--- src/hdl/hpc_pkg.sv ---
// Purpose: shared constants and types for the hub port configuration bank
// Assumes: 8-bit configuration bytes loaded by an external source
// Notes:   all offsets, field positions, masks and reset values live here
package hpc_pkg;

	// ----------------------------------------------------------------
	// register offsets
	// ----------------------------------------------------------------
	localparam logic [7:0] HPC_ADDR_ASSIGN_LED = 8'h08;
	localparam logic [7:0] HPC_ADDR_FIXED_DEV  = 8'h09;
	localparam logic [7:0] HPC_ADDR_SP_OFF     = 8'h0A;
	localparam logic [7:0] HPC_ADDR_BP_OFF     = 8'h0B;

	// ----------------------------------------------------------------
	// reset values and writable bit masks
	// ----------------------------------------------------------------
	localparam logic [7:0] HPC_RESET_VALUE     = 8'h00;
	localparam logic [7:0] HPC_MASK_ASSIGN_LED = 8'hE7;
	localparam logic [7:0] HPC_MASK_PORTS      = 8'h1E;

	// ----------------------------------------------------------------
	// field positions
	// ----------------------------------------------------------------
	localparam int HPC_STYLE_HI     = 7;
	localparam int HPC_STYLE_LO     = 6;
	localparam int HPC_SOURCE_BIT   = 5;
	localparam int HPC_IND_HI       = 2;
	localparam int HPC_IND_LO       = 1;
	localparam int HPC_STRING_BIT   = 0;
	localparam int HPC_PORT_HI      = 4;
	localparam int HPC_PORT_LO      = 1;
	localparam int HPC_NUM_PORTS    = 4;
	localparam int HPC_PRESET_W     = 3;

	// ----------------------------------------------------------------
	// encodings
	// ----------------------------------------------------------------
	typedef enum logic [1:0] {
		HPC_STYLE_PRESET3   = 2'b00,
		HPC_STYLE_LEVEL4    = 2'b01,
		HPC_STYLE_EDGE4     = 2'b10,
		HPC_STYLE_EDGE4_UNA = 2'b11
	} hpc_style_t;

	typedef enum logic [1:0] {
		HPC_IND_USB         = 2'b00,
		HPC_IND_OWNER_SPEED = 2'b01,
		HPC_IND_OWNER_BASIC = 2'b10
	} hpc_ind_t;

	// strap decodes for the internal default option
	localparam logic [3:0] HPC_FIXED_STRAP_0 = 4'h0;
	localparam logic [3:0] HPC_FIXED_STRAP_1 = 4'h1;
	localparam logic [3:0] HPC_FIXED_STRAP_2 = 4'h3;
	localparam logic [3:0] HPC_FIXED_STRAP_3 = 4'h7;
	localparam logic [3:0] HPC_OFF_STRAP_0   = 4'h0;
	localparam logic [3:0] HPC_OFF_STRAP_1   = 4'h8;
	localparam logic [3:0] HPC_OFF_STRAP_2   = 4'hC;
	localparam logic [3:0] HPC_OFF_STRAP_3   = 4'hE;

	// ----------------------------------------------------------------
	// carriers
	// ----------------------------------------------------------------
	typedef struct packed {
		logic       en;
		logic [7:0] addr;
		logic [7:0] data;
	} hpc_wr_t;

	typedef struct packed {
		logic       en;
		logic [7:0] addr;
	} hpc_rd_t;

endpackage

--- src/hdl/hpc_sync.sv ---
// Purpose: two-flop synchroniser for pin inputs
// Assumes: inputs are quasi-static relative to REF_CLK
// Notes:   first stage is read only by the second stage
`timescale 1ns/1ps
module hpc_sync #(
	parameter int WIDTH = 1
) (
	input  wire logic             clk,
	input  wire logic             rst,
	input  wire logic [WIDTH-1:0] d,
	output logic      [WIDTH-1:0] q
);
	logic [WIDTH-1:0] meta_reg;

	always_ff @(posedge clk or posedge rst) begin
		if (rst) begin
			meta_reg <= '0;
			q        <= '0;
		end else begin
			meta_reg <= d;
			q        <= meta_reg;
		end
	end
endmodule

--- src/hdl/hpc_owner_cell.sv ---
// Purpose: ownership state of one downstream port driven by its select pin
// Assumes: sel is already synchronised to clk
// Notes:   host 0 is the first upstream host, 1 the second
`timescale 1ns/1ps
module hpc_owner_cell
	import hpc_pkg::*;
(
	input  wire logic       clk,
	input  wire logic       rst,
	input  wire logic [1:0] style,
	input  wire logic       pins_active,
	input  wire logic       sel,
	output logic            assigned,
	output logic            host
);
	logic sel_prev_reg;
	logic rise;

	assign rise = sel & ~sel_prev_reg;

	always_ff @(posedge clk or posedge rst) begin
		if (rst) begin
			sel_prev_reg <= 1'b0;
		end else begin
			sel_prev_reg <= sel;
		end
	end

	// frozen while registers own the assignment or in preset mode
	always_ff @(posedge clk or posedge rst) begin
		if (rst) begin
			assigned <= 1'b1;
			host     <= 1'b0;
		end else if (pins_active) begin
			unique case (style)
				HPC_STYLE_PRESET3: begin
					assigned <= assigned;
				end
				HPC_STYLE_LEVEL4: begin
					assigned <= 1'b1;
					host     <= sel;
				end
				HPC_STYLE_EDGE4: begin
					assigned <= 1'b1;
					if (rise) begin
						host <= ~host;
					end
				end
				HPC_STYLE_EDGE4_UNA: begin
					// cycle: first host, second host, unassigned
					if (rise) begin
						if (!assigned) begin
							assigned <= 1'b1;
							host     <= 1'b0;
						end else if (!host) begin
							host <= 1'b1;
						end else begin
							assigned <= 1'b0;
							host     <= 1'b0;
						end
					end
				end
			endcase
		end
	end
endmodule

--- src/hdl/hpc_top.sv ---
// Purpose: configuration byte bank 08h..0Bh and its decoded outputs
// Assumes: write and read strobes come from logic on REF_CLK
// Notes:   straps are captured once, after both synchroniser stages fill
`timescale 1ns/1ps
module hpc_top
	import hpc_pkg::*;
(
	input  wire logic                 REF_CLK,
	input  wire logic                 RST,
	input  wire hpc_pkg::hpc_wr_t     CFG_WR,
	input  wire hpc_pkg::hpc_rd_t     CFG_RD,
	input  wire logic                 CFG_DONE,
	input  wire logic                 USE_DEFAULTS,
	input  wire logic [1:0]           FIXED_DEVICE_STRAPS,
	input  wire logic [1:0]           PORT_OFF_STRAPS,
	input  wire logic                 LOCAL_POWER_PRESENT,
	input  wire logic [3:0]           ASSIGN_PINS,
	output logic      [7:0]           CFG_RDATA,
	output logic                      CFG_RVALID,
	output logic      [2:0]           PRESET_SEL,
	output logic      [3:0]           PORT_ASSIGNED,
	output logic      [3:0]           PORT_HOST,
	output logic                      OWNER_FROM_REGS,
	output logic      [1:0]           INDICATOR_SCHEME,
	output logic                      STRING_ENABLE,
	output logic      [3:0]           FIXED_DEVICE_PORTS,
	output logic      [3:0]           PORT_OFF,
	output logic                      SELF_POWERED,
	output logic                      ATTACH_ALLOWED
);
	import hpc_pkg::*;

	// ----------------------------------------------------------------
	// registers
	// ----------------------------------------------------------------
	logic [7:0] assign_led_string_config_reg;
	logic [7:0] fixed_device_port_mask_reg;
	logic [7:0] self_powered_port_off_mask_reg;
	logic [7:0] bus_powered_port_off_mask_reg;
	logic       applied_reg;
	logic       strap_taken_reg;
	logic [1:0] fixed_strap_reg;
	logic [1:0] off_strap_reg;
	logic [3:0] sel_sync;
	logic       local_sync;
	logic       defaults_sync;
	logic [1:0] fixed_strap_sync;
	logic [1:0] off_strap_sync;
	logic       sync_ready;
	logic [1:0] ownership_interface_style;
	logic       ownership_source_select;
	logic [1:0] indicator_scheme;
	logic [3:0] fixed_strap_mask;
	logic [3:0] off_strap_mask;
	logic       pins_active;
	logic       wr_hit;

	assign ownership_interface_style =
		assign_led_string_config_reg[HPC_STYLE_HI:HPC_STYLE_LO];
	assign ownership_source_select =
		assign_led_string_config_reg[HPC_SOURCE_BIT];
	assign indicator_scheme =
		assign_led_string_config_reg[HPC_IND_HI:HPC_IND_LO];
	assign pins_active = ~ownership_source_select;
	// loading is refused once the configuration has been applied
	assign wr_hit = CFG_WR.en & ~applied_reg;

	// ----------------------------------------------------------------
	// pin synchronisers
	// ----------------------------------------------------------------
	// constant one marks when straps have crossed both stages
	hpc_sync #(.WIDTH(11)) u_sync (
		.clk (REF_CLK),
		.rst (RST),
		.d   ({ASSIGN_PINS, LOCAL_POWER_PRESENT, USE_DEFAULTS,
		       FIXED_DEVICE_STRAPS, PORT_OFF_STRAPS, 1'b1}),
		.q   ({sel_sync, local_sync, defaults_sync,
		       fixed_strap_sync, off_strap_sync, sync_ready})
	);

	// ----------------------------------------------------------------
	// configuration load
	// ----------------------------------------------------------------
	// reset to zero
	always_ff @(posedge REF_CLK or posedge RST) begin
		if (RST) begin
			assign_led_string_config_reg   <= HPC_RESET_VALUE;
			fixed_device_port_mask_reg     <= HPC_RESET_VALUE;
			self_powered_port_off_mask_reg <= HPC_RESET_VALUE;
			bus_powered_port_off_mask_reg  <= HPC_RESET_VALUE;
		end else if (wr_hit) begin
			unique case (CFG_WR.addr)
				HPC_ADDR_ASSIGN_LED: begin
					assign_led_string_config_reg <=
						CFG_WR.data & HPC_MASK_ASSIGN_LED;
				end
				HPC_ADDR_FIXED_DEV: begin
					fixed_device_port_mask_reg <= CFG_WR.data & HPC_MASK_PORTS;
				end
				HPC_ADDR_SP_OFF: begin
					self_powered_port_off_mask_reg <=
						CFG_WR.data & HPC_MASK_PORTS;
				end
				HPC_ADDR_BP_OFF: begin
					bus_powered_port_off_mask_reg <=
						CFG_WR.data & HPC_MASK_PORTS;
				end
				default: ;
			endcase
		end
	end

	always_ff @(posedge REF_CLK or posedge RST) begin
		if (RST) begin
			applied_reg    <= 1'b0;
			ATTACH_ALLOWED <= 1'b0;
		end else begin
			if (CFG_DONE) begin
				applied_reg <= 1'b1;
			end
			ATTACH_ALLOWED <= applied_reg;
		end
	end

	// ----------------------------------------------------------------
	// readback
	// ----------------------------------------------------------------
	always_ff @(posedge REF_CLK or posedge RST) begin
		if (RST) begin
			CFG_RDATA  <= HPC_RESET_VALUE;
			CFG_RVALID <= 1'b0;
		end else begin
			CFG_RVALID <= CFG_RD.en;
			if (CFG_RD.en) begin
				unique case (CFG_RD.addr)
					HPC_ADDR_ASSIGN_LED: CFG_RDATA <= assign_led_string_config_reg;
					HPC_ADDR_FIXED_DEV:  CFG_RDATA <= fixed_device_port_mask_reg;
					HPC_ADDR_SP_OFF:     CFG_RDATA <= self_powered_port_off_mask_reg;
					HPC_ADDR_BP_OFF:     CFG_RDATA <= bus_powered_port_off_mask_reg;
					default:             CFG_RDATA <= HPC_RESET_VALUE;
				endcase
			end
		end
	end

	// ----------------------------------------------------------------
	// strap capture
	// ----------------------------------------------------------------
	// capture waits for sync_ready so reset zeros are never latched
	always_ff @(posedge REF_CLK or posedge RST) begin
		if (RST) begin
			strap_taken_reg <= 1'b0;
			fixed_strap_reg <= 2'b00;
			off_strap_reg   <= 2'b00;
		end else if (sync_ready && !strap_taken_reg) begin
			strap_taken_reg <= 1'b1;
			fixed_strap_reg <= fixed_strap_sync;
			off_strap_reg   <= off_strap_sync;
		end
	end

	always_comb begin
		unique case (fixed_strap_reg)
			2'b00: fixed_strap_mask = HPC_FIXED_STRAP_0;
			2'b01: fixed_strap_mask = HPC_FIXED_STRAP_1;
			2'b10: fixed_strap_mask = HPC_FIXED_STRAP_2;
			2'b11: fixed_strap_mask = HPC_FIXED_STRAP_3;
		endcase
		unique case (off_strap_reg)
			2'b00: off_strap_mask = HPC_OFF_STRAP_0;
			2'b01: off_strap_mask = HPC_OFF_STRAP_1;
			2'b10: off_strap_mask = HPC_OFF_STRAP_2;
			2'b11: off_strap_mask = HPC_OFF_STRAP_3;
		endcase
	end

	// ----------------------------------------------------------------
	// decoded port masks
	// ----------------------------------------------------------------
	// straps replace loaded mask
	always_ff @(posedge REF_CLK or posedge RST) begin
		if (RST) begin
			FIXED_DEVICE_PORTS <= 4'h0;
		end else if (defaults_sync) begin
			FIXED_DEVICE_PORTS <= fixed_strap_mask;
		end else begin
			FIXED_DEVICE_PORTS <=
				fixed_device_port_mask_reg[HPC_PORT_HI:HPC_PORT_LO];
		end
	end

	always_ff @(posedge REF_CLK or posedge RST) begin
		if (RST) begin
			SELF_POWERED <= 1'b0;
			PORT_OFF     <= 4'h0;
		end else begin
			SELF_POWERED <= local_sync;
			if (defaults_sync) begin
				PORT_OFF <= off_strap_mask;
			end else if (local_sync) begin
				PORT_OFF <=
					self_powered_port_off_mask_reg[HPC_PORT_HI:HPC_PORT_LO];
			end else begin
				PORT_OFF <=
					bus_powered_port_off_mask_reg[HPC_PORT_HI:HPC_PORT_LO];
			end
		end
	end

	// ----------------------------------------------------------------
	// indicator, string and source decode
	// ----------------------------------------------------------------
	// 11 folds onto usb scheme
	always_ff @(posedge REF_CLK or posedge RST) begin
		if (RST) begin
			INDICATOR_SCHEME <= HPC_IND_USB;
			STRING_ENABLE    <= 1'b0;
			OWNER_FROM_REGS  <= 1'b0;
		end else begin
			unique case (indicator_scheme)
				2'b01:   INDICATOR_SCHEME <= HPC_IND_OWNER_SPEED;
				2'b10:   INDICATOR_SCHEME <= HPC_IND_OWNER_BASIC;
				default: INDICATOR_SCHEME <= HPC_IND_USB;
			endcase
			STRING_ENABLE <= assign_led_string_config_reg[HPC_STRING_BIT];
			OWNER_FROM_REGS <= ownership_source_select;
		end
	end

	// ----------------------------------------------------------------
	// port assignment interface
	// ----------------------------------------------------------------
	// three-wire preset select
	always_ff @(posedge REF_CLK or posedge RST) begin
		if (RST) begin
			PRESET_SEL <= 3'h0;
		end else if (pins_active &&
		             ownership_interface_style == HPC_STYLE_PRESET3) begin
			PRESET_SEL <= sel_sync[HPC_PRESET_W-1:0];
		end
	end

	genvar gi;
	generate
		for (gi = 0; gi < HPC_NUM_PORTS; gi++) begin : g_port
			hpc_owner_cell u_cell (
				.clk         (REF_CLK),
				.rst         (RST),
				.style       (ownership_interface_style),
				.pins_active (pins_active),
				.sel         (sel_sync[gi]),
				.assigned    (PORT_ASSIGNED[gi]),
				.host        (PORT_HOST[gi])
			);
		end
	endgenerate
endmodule

--- config.mk ---
export PLATFORM = sky130hd
export DESIGN_NAME = hpc_top
export DESIGN_NICKNAME = d
export VERILOG_FILES = /design/src/hdl/hpc_pkg.sv /design/src/hdl/hpc_sync.sv /design/src/hdl/hpc_owner_cell.sv /design/src/hdl/hpc_top.sv
export SDC_FILE = /design/constraint.sdc
export NUM_CORES = 1
export LEC_CHECK = 0
export BUFFER_PORTS_ARGS = -buffer_cell sky130_fd_sc_hd__buf_2
export CORE_MARGIN = 8
export CORE_UTILIZATION = 30
export CTS_CLUSTER_DIAMETER = 30
export CTS_CLUSTER_SIZE = 28
export DETAILED_ROUTE_END_ITERATION = 10
export PLACE_DENSITY = 0.51
export SYNTH_ARGS = -nofsm -noshare
export SYNTH_HDL_FRONTEND = slang
export SYNTH_SLANG_ARGS = --single-unit
--- constraint.sdc ---
create_clock -name REF_CLK -period 2.2 [get_ports REF_CLK]
set_input_delay 0 -clock REF_CLK [delete_from_list [all_inputs] [get_ports REF_CLK]]
set_output_delay 0 -clock REF_CLK [all_outputs]
set_load 0.005 [all_outputs]
-- Word-level counts from Yosys, hierarchy flattened
Index checks and enable logic that the tools add are counted.
Widths: inputs -> output; s select.
- eq/ne operators: 27
- multiplexer cells: 39
- bitwise operators: 16
- reduce and logical (&&, ||, !) cells: 20
- operators by type and width (operator ; count):
    $eq 8x4->1 const B ; 8
    $pmux 4 s4 ; 2
    $pmux 8 s4 ; 1
    $mux 1 ; 24
    $ne 2x1->1 const B ; 8
    $reduce_and 4->1 ; 4
    $eq 2x2->1 const B ; 7
    $mux 4 ; 3
    $pmux 1 s3 ; 4
    $reduce_and 3->1 ; 4
    $not 1->1 ; 11
    $eq 2x1->1 const B ; 4
    $pmux 1 s2 ; 4
    $reduce_and 2->1 ; 4
    $logic_not 2->1 ; 3
    $and 1x1->1 ; 5
    $pmux 2 s2 ; 1
    $reduce_bool 3->1 ; 1
    $logic_and 1x1->1 ; 2
    $reduce_or 2->1 ; 1
    $logic_not 1->1 ; 1
- bits in registers: 84
- bits of input ports: 39
- output and inout bits: 34
- logic and storage cells: 134

-- Longest topological paths before layout
- depth in word-level cells: 4
- mapped depth: 5
- gate-level depth less buffers: 3

-- By module
From an unflattened synthesis, not the netlist that was laid out.
- cells, all modules: 234
- area total of the unflattened synthesis: 3230.6 µm²
- modules (own cells, without submodules) (module ; instances ; cells an instance ; area each (µm²) ; sequential area each (µm²)):
    hpc_top ; 1 ; 147 ; 2020.7 ; 1251.2
    hpc_owner_cell ; 4 ; 16 ; 163.9 ; 76.3
    hpc_sync ; 1 ; 23 ; 554.3 ; 550.5

-- Least setup slack after synthesis
Ideal clock, no wire load.
- kind: reg-to-reg
- from: reg applied_reg
- to: reg assign_led_string_config_reg[0]
- setup time: 125 ps
- arrival time: 1263 ps
- data required time: 2075 ps
- slack: 812 ps
- stages on the path, launching flop included: 4
- buffers on the path: 0
- period minus slack after synthesis: 1388 ps
- path through: dfrtp_1 -> nor4b_4 -> nand3_1 -> mux2_2
- cells in the longest elaborated chain, start to end: 3
- ends and longest elaborated chain (item ; line ; text):
    start, declared ; hpc_top.sv:40 ; logic applied_reg;
    start signal, assigned ; hpc_top.sv:115 ; applied_reg <= 1'b0;
    start signal, assigned ; hpc_top.sv:119 ; applied_reg <= 1'b1;
    $not 1->1 ; hpc_top.sv:66 ; assign wr_hit = CFG_WR.en & ~applied_reg;
    $and 1x1->1 ; hpc_top.sv:66 ;
    $reduce_and 2->1 (no source line) ; -- ;
    end signal, assigned ; hpc_top.sv:94 ; assign_led_string_config_reg <=
    end, declared ; hpc_top.sv:36 ; logic [7:0] assign_led_string_config_reg;
No other way between the ends.
A chain may end at the register's enable or synchronous reset.

-- Final worst setup path
- from: reg applied_reg
- to: reg assign_led_string_config_reg[6]
The elaborated chain is that of the path after synthesis.

==> qor.csv <==
stage,metric,value,unit
outcome,outcome,"complete, no violations",
synth,most area-hungry cell type in the Yosys netlist,dfrtp_1,
critical_path,CP endpoint kind,flip-flop,
drt,drt initial violations,103,
layout,Filler Cell Count,1046,
synth,syn_area_per_cell,13.6,sq um
drt,via-per-instance ratio,4.39,
global_route,vias in the first global route,2272,
drt,vias,2059,
synth,number of synthesized flops with an enable pin,0,
global_route,gr ovfl total,0,
clocking,"Clk Latency, worst-skew pair",0.36,ns
synth,synthesized area,0.00320,sq mm
synth,cells after synthesis,236,
sta,minimum clock period,1.57,ns
clocking,Root Driver,clkbuf_8,
sta,RSZ-0062 raised after global routing,false,
clocking,Clock transition at path regs,0.09,ns
clocking,CTS tree,built,
pwr,Static Leak,1.92,nW
clocking,clk sink count,84,
synth,async set-reset flop share out of synthesis,100,%
clocking,clk buf depth,2,
clocking,Num CTS Buffers,9,
sta,final setup fails,0,
sta,worst clock skew,0.00802,ns
layout,nets,367,
clocking,H-tree Lvls,3,
global_route,gr usage total,10.8,%
global_route,first-pass GRT wire length,12100,um
synth,Mapped Nets,275,
hold_path,Hold Path Class,in -> reg,
critical_path,critical path class,reg -> reg,
pwr,Max VDD drop,237,uV
synth,"Primary FF master, synth",dfrtp_1,
layout,layout cells sized above 1,39.9,%
synth,Yosys cell types,33,
sta,Final Hold Fails,0,
critical_path,"Data arrival, critical path",1.81,ns
pwr,pwr dens,710,mW/mm^2
drt,drt total wl,7140,um
sta,Fmax,638,MHz
sta,TNS Setup,0,ns
clocking,post-CTS setup buffers,0,
placement,DP HPWL,5100,um
floorplanning,Core Footprint,0.0104,sq mm
drt,per-cell routed wire length,15.2,um
placement,PortBufs,72,
synth,"top cells by area, synth","dfrtp_1, mux2_2, dfstp_2",
layout,Layout area overhead,27.0,%
synth,Yosys top cell area share,62.5,%
critical_path,"critical path fanouts, max",6,
synth,#FFs+latches synth,84,
drt,drt drc,0,
sta,Tcrit/Tclk final,71.2,%
floorplanning,chip width,119,um
drt,Initial DRT Pass Iterations,4,
floorplanning,initial core utilization,30.9,%
drt,antenna-violating nets left,0,
sta,"Slew Viols, Final",0,
sta,WHS,0.0364,ns
global_route,pin count of the biggest net entering global routing,59,
floorplanning,die height,119,um
critical_path,CP Launch Type,flip-flop,
floorplanning,die footprint,0.0142,sq mm
flow_run,# Max-Cap Violations,0,
synth,"Seq/Total Area, Yosys",65.8,%
clocking,# resized after CTS,0,
floorplanning,row count,37,
layout,n_diodes,0,
placement,GPL Wtd Cong,0.717,
global_route,initial antenna violation count,0,
synth,Yosys warning count,0,
critical_path,Worst EP required,2.44,ns
floorplanning,I/O pins,73,
==> area by class of cell <==
cell class                      instances  area [sq um]  area share [%]
Sequential cell                        84          2110            51.8
Multi-Input combinational cell        125           963            23.7
Timing Repair Buffer                   96           606            14.9
Tap cell                              136           170            4.18
Clock buffer                            9           124            3.04
Clock inverter                          7          52.6            1.29
Inverter                               12          46.3            1.14
==> through the flow <==
stage	cells	worst slack (ns)	cell area (sq um)	util (%)	total power (W)
5_1_grt	469	0.556	4070	39.2	0.00306
2_1_floorplan	236	0.0415	3200	-	0.00182
3_5_place_dp	432	0.632	3680	35.5	0.00191
4_1_cts	469	0.614	4070	39.2	0.00295
6_report	469	0.633	4070	39.2	0.00289
3_3_place_gp	432	0.659	3680	35.5	0.00191
==> placed cells by master, fill, tap and decap left out, types with 2 or more instances in the layout <==
cell and instances:
o21ai_0 7, clkbuf_8 9, o21ba_2 4, nand2b_1 5, a22oi_1 2, or2_2 2, dfstp_2 4, clkinv_2 2
inv_1 11, a32o_1 4, dfrtp_1 80, o22ai_1 8, mux2_2 28, buf_2 72, mux2i_1 3, nand4_1 2
clkinvlp_4 4, mux4_2 2, nand2_1 9, buf_4 2, nor3_1 6, a21o_1 4, a21oi_1 2, o31ai_1 4
dlygate4sd3_1 21, nor2b_1 10, nand3_1 6, nor2_1 9
==> worst max-delay path: stages, from the launching register on <==
cell	delay (ns)
dfrtp_1	0.42
nor4b_4	0.38
nand3_1	0.31
mux2_2	0.35
==> logic make-up (layout without fill, tap and decap cells) <==
kind of cell           count (synthesis)  count (layout)  synth area share (%)
AO/OA/AOI/OAI                         37              37                  8.28
XOR/XNOR                               1               1                 0.273
buffers and inverters                 27             124                  4.18
flip-flops                            84              84                  65.8
multiplexers                          33              33                  12.2
other                                  1               1                 0.117
AND/OR/NAND/NOR                       53              53                  9.22
==> path summary, 6_finish.rpt <==
kind | from | end | slack (ns) | cells after the start
min | CFG_RD[6] | CFG_RDATA[4] | 0.04 | 4
min in group asynchronous | RST | u_sync.q[2] | 0.19 | 3
max reg2reg | applied_reg | assign_led_string_config_reg[6] | 0.63 | 3
max in group asynchronous | RST | g_port[2].u_cell.assigned | 1.31 | 4
max | applied_reg | assign_led_string_config_reg[6] | 0.63 | 3
min reg2reg | u_sync.meta_reg[5] | u_sync.q[5] | 0.35 | 0
==> cells in the mapped netlist, types with 2 or more instances <==
cell and count:
dfrtp_1 80, inv_1 12, o21ai_0 7, clkbuf_1 5, nor2_1 9, nand4_1 2
nand2b_1 5, nand2_1 9, mux2i_1 3, dfstp_2 4, nor2b_1 10, a32o_1 4
mux4_2 2, o21ba_2 4, o22ai_1 8, buf_4 8, o31ai_1 4, a21o_1 4
nand3_1 6, a22oi_1 2, buf_2 2, a21oi_1 2, or2_2 2, nor3_1 6
mux2_2 28
==> power by group <==
part	internal (W)	switching [W]
Sequential	0.00162	0.0000508
Combinational	0.000126	0.000101
Clock	0.000412	0.000573
==> repair_timing <==
| item | in CTS | in global routing |
|---|---|---|
| hold buffers | 21 | 0 |
| setup endpoints to repair | 0 | 0 |
| endpoints found under the hold margin | 64 | 0 |
==> metal layers <==
layer	wire length, um	global-route usage (%)	up-vias	share of wire [%]
li1	-	-	999	-
met1	3580	14.8	995	50
met2	3060	14.9	52	43
met3	344	3.64	13	4.8
met4	148	5.23	0	2.1
met5	0	0	-	0
(Power assumes the default switching activity.)
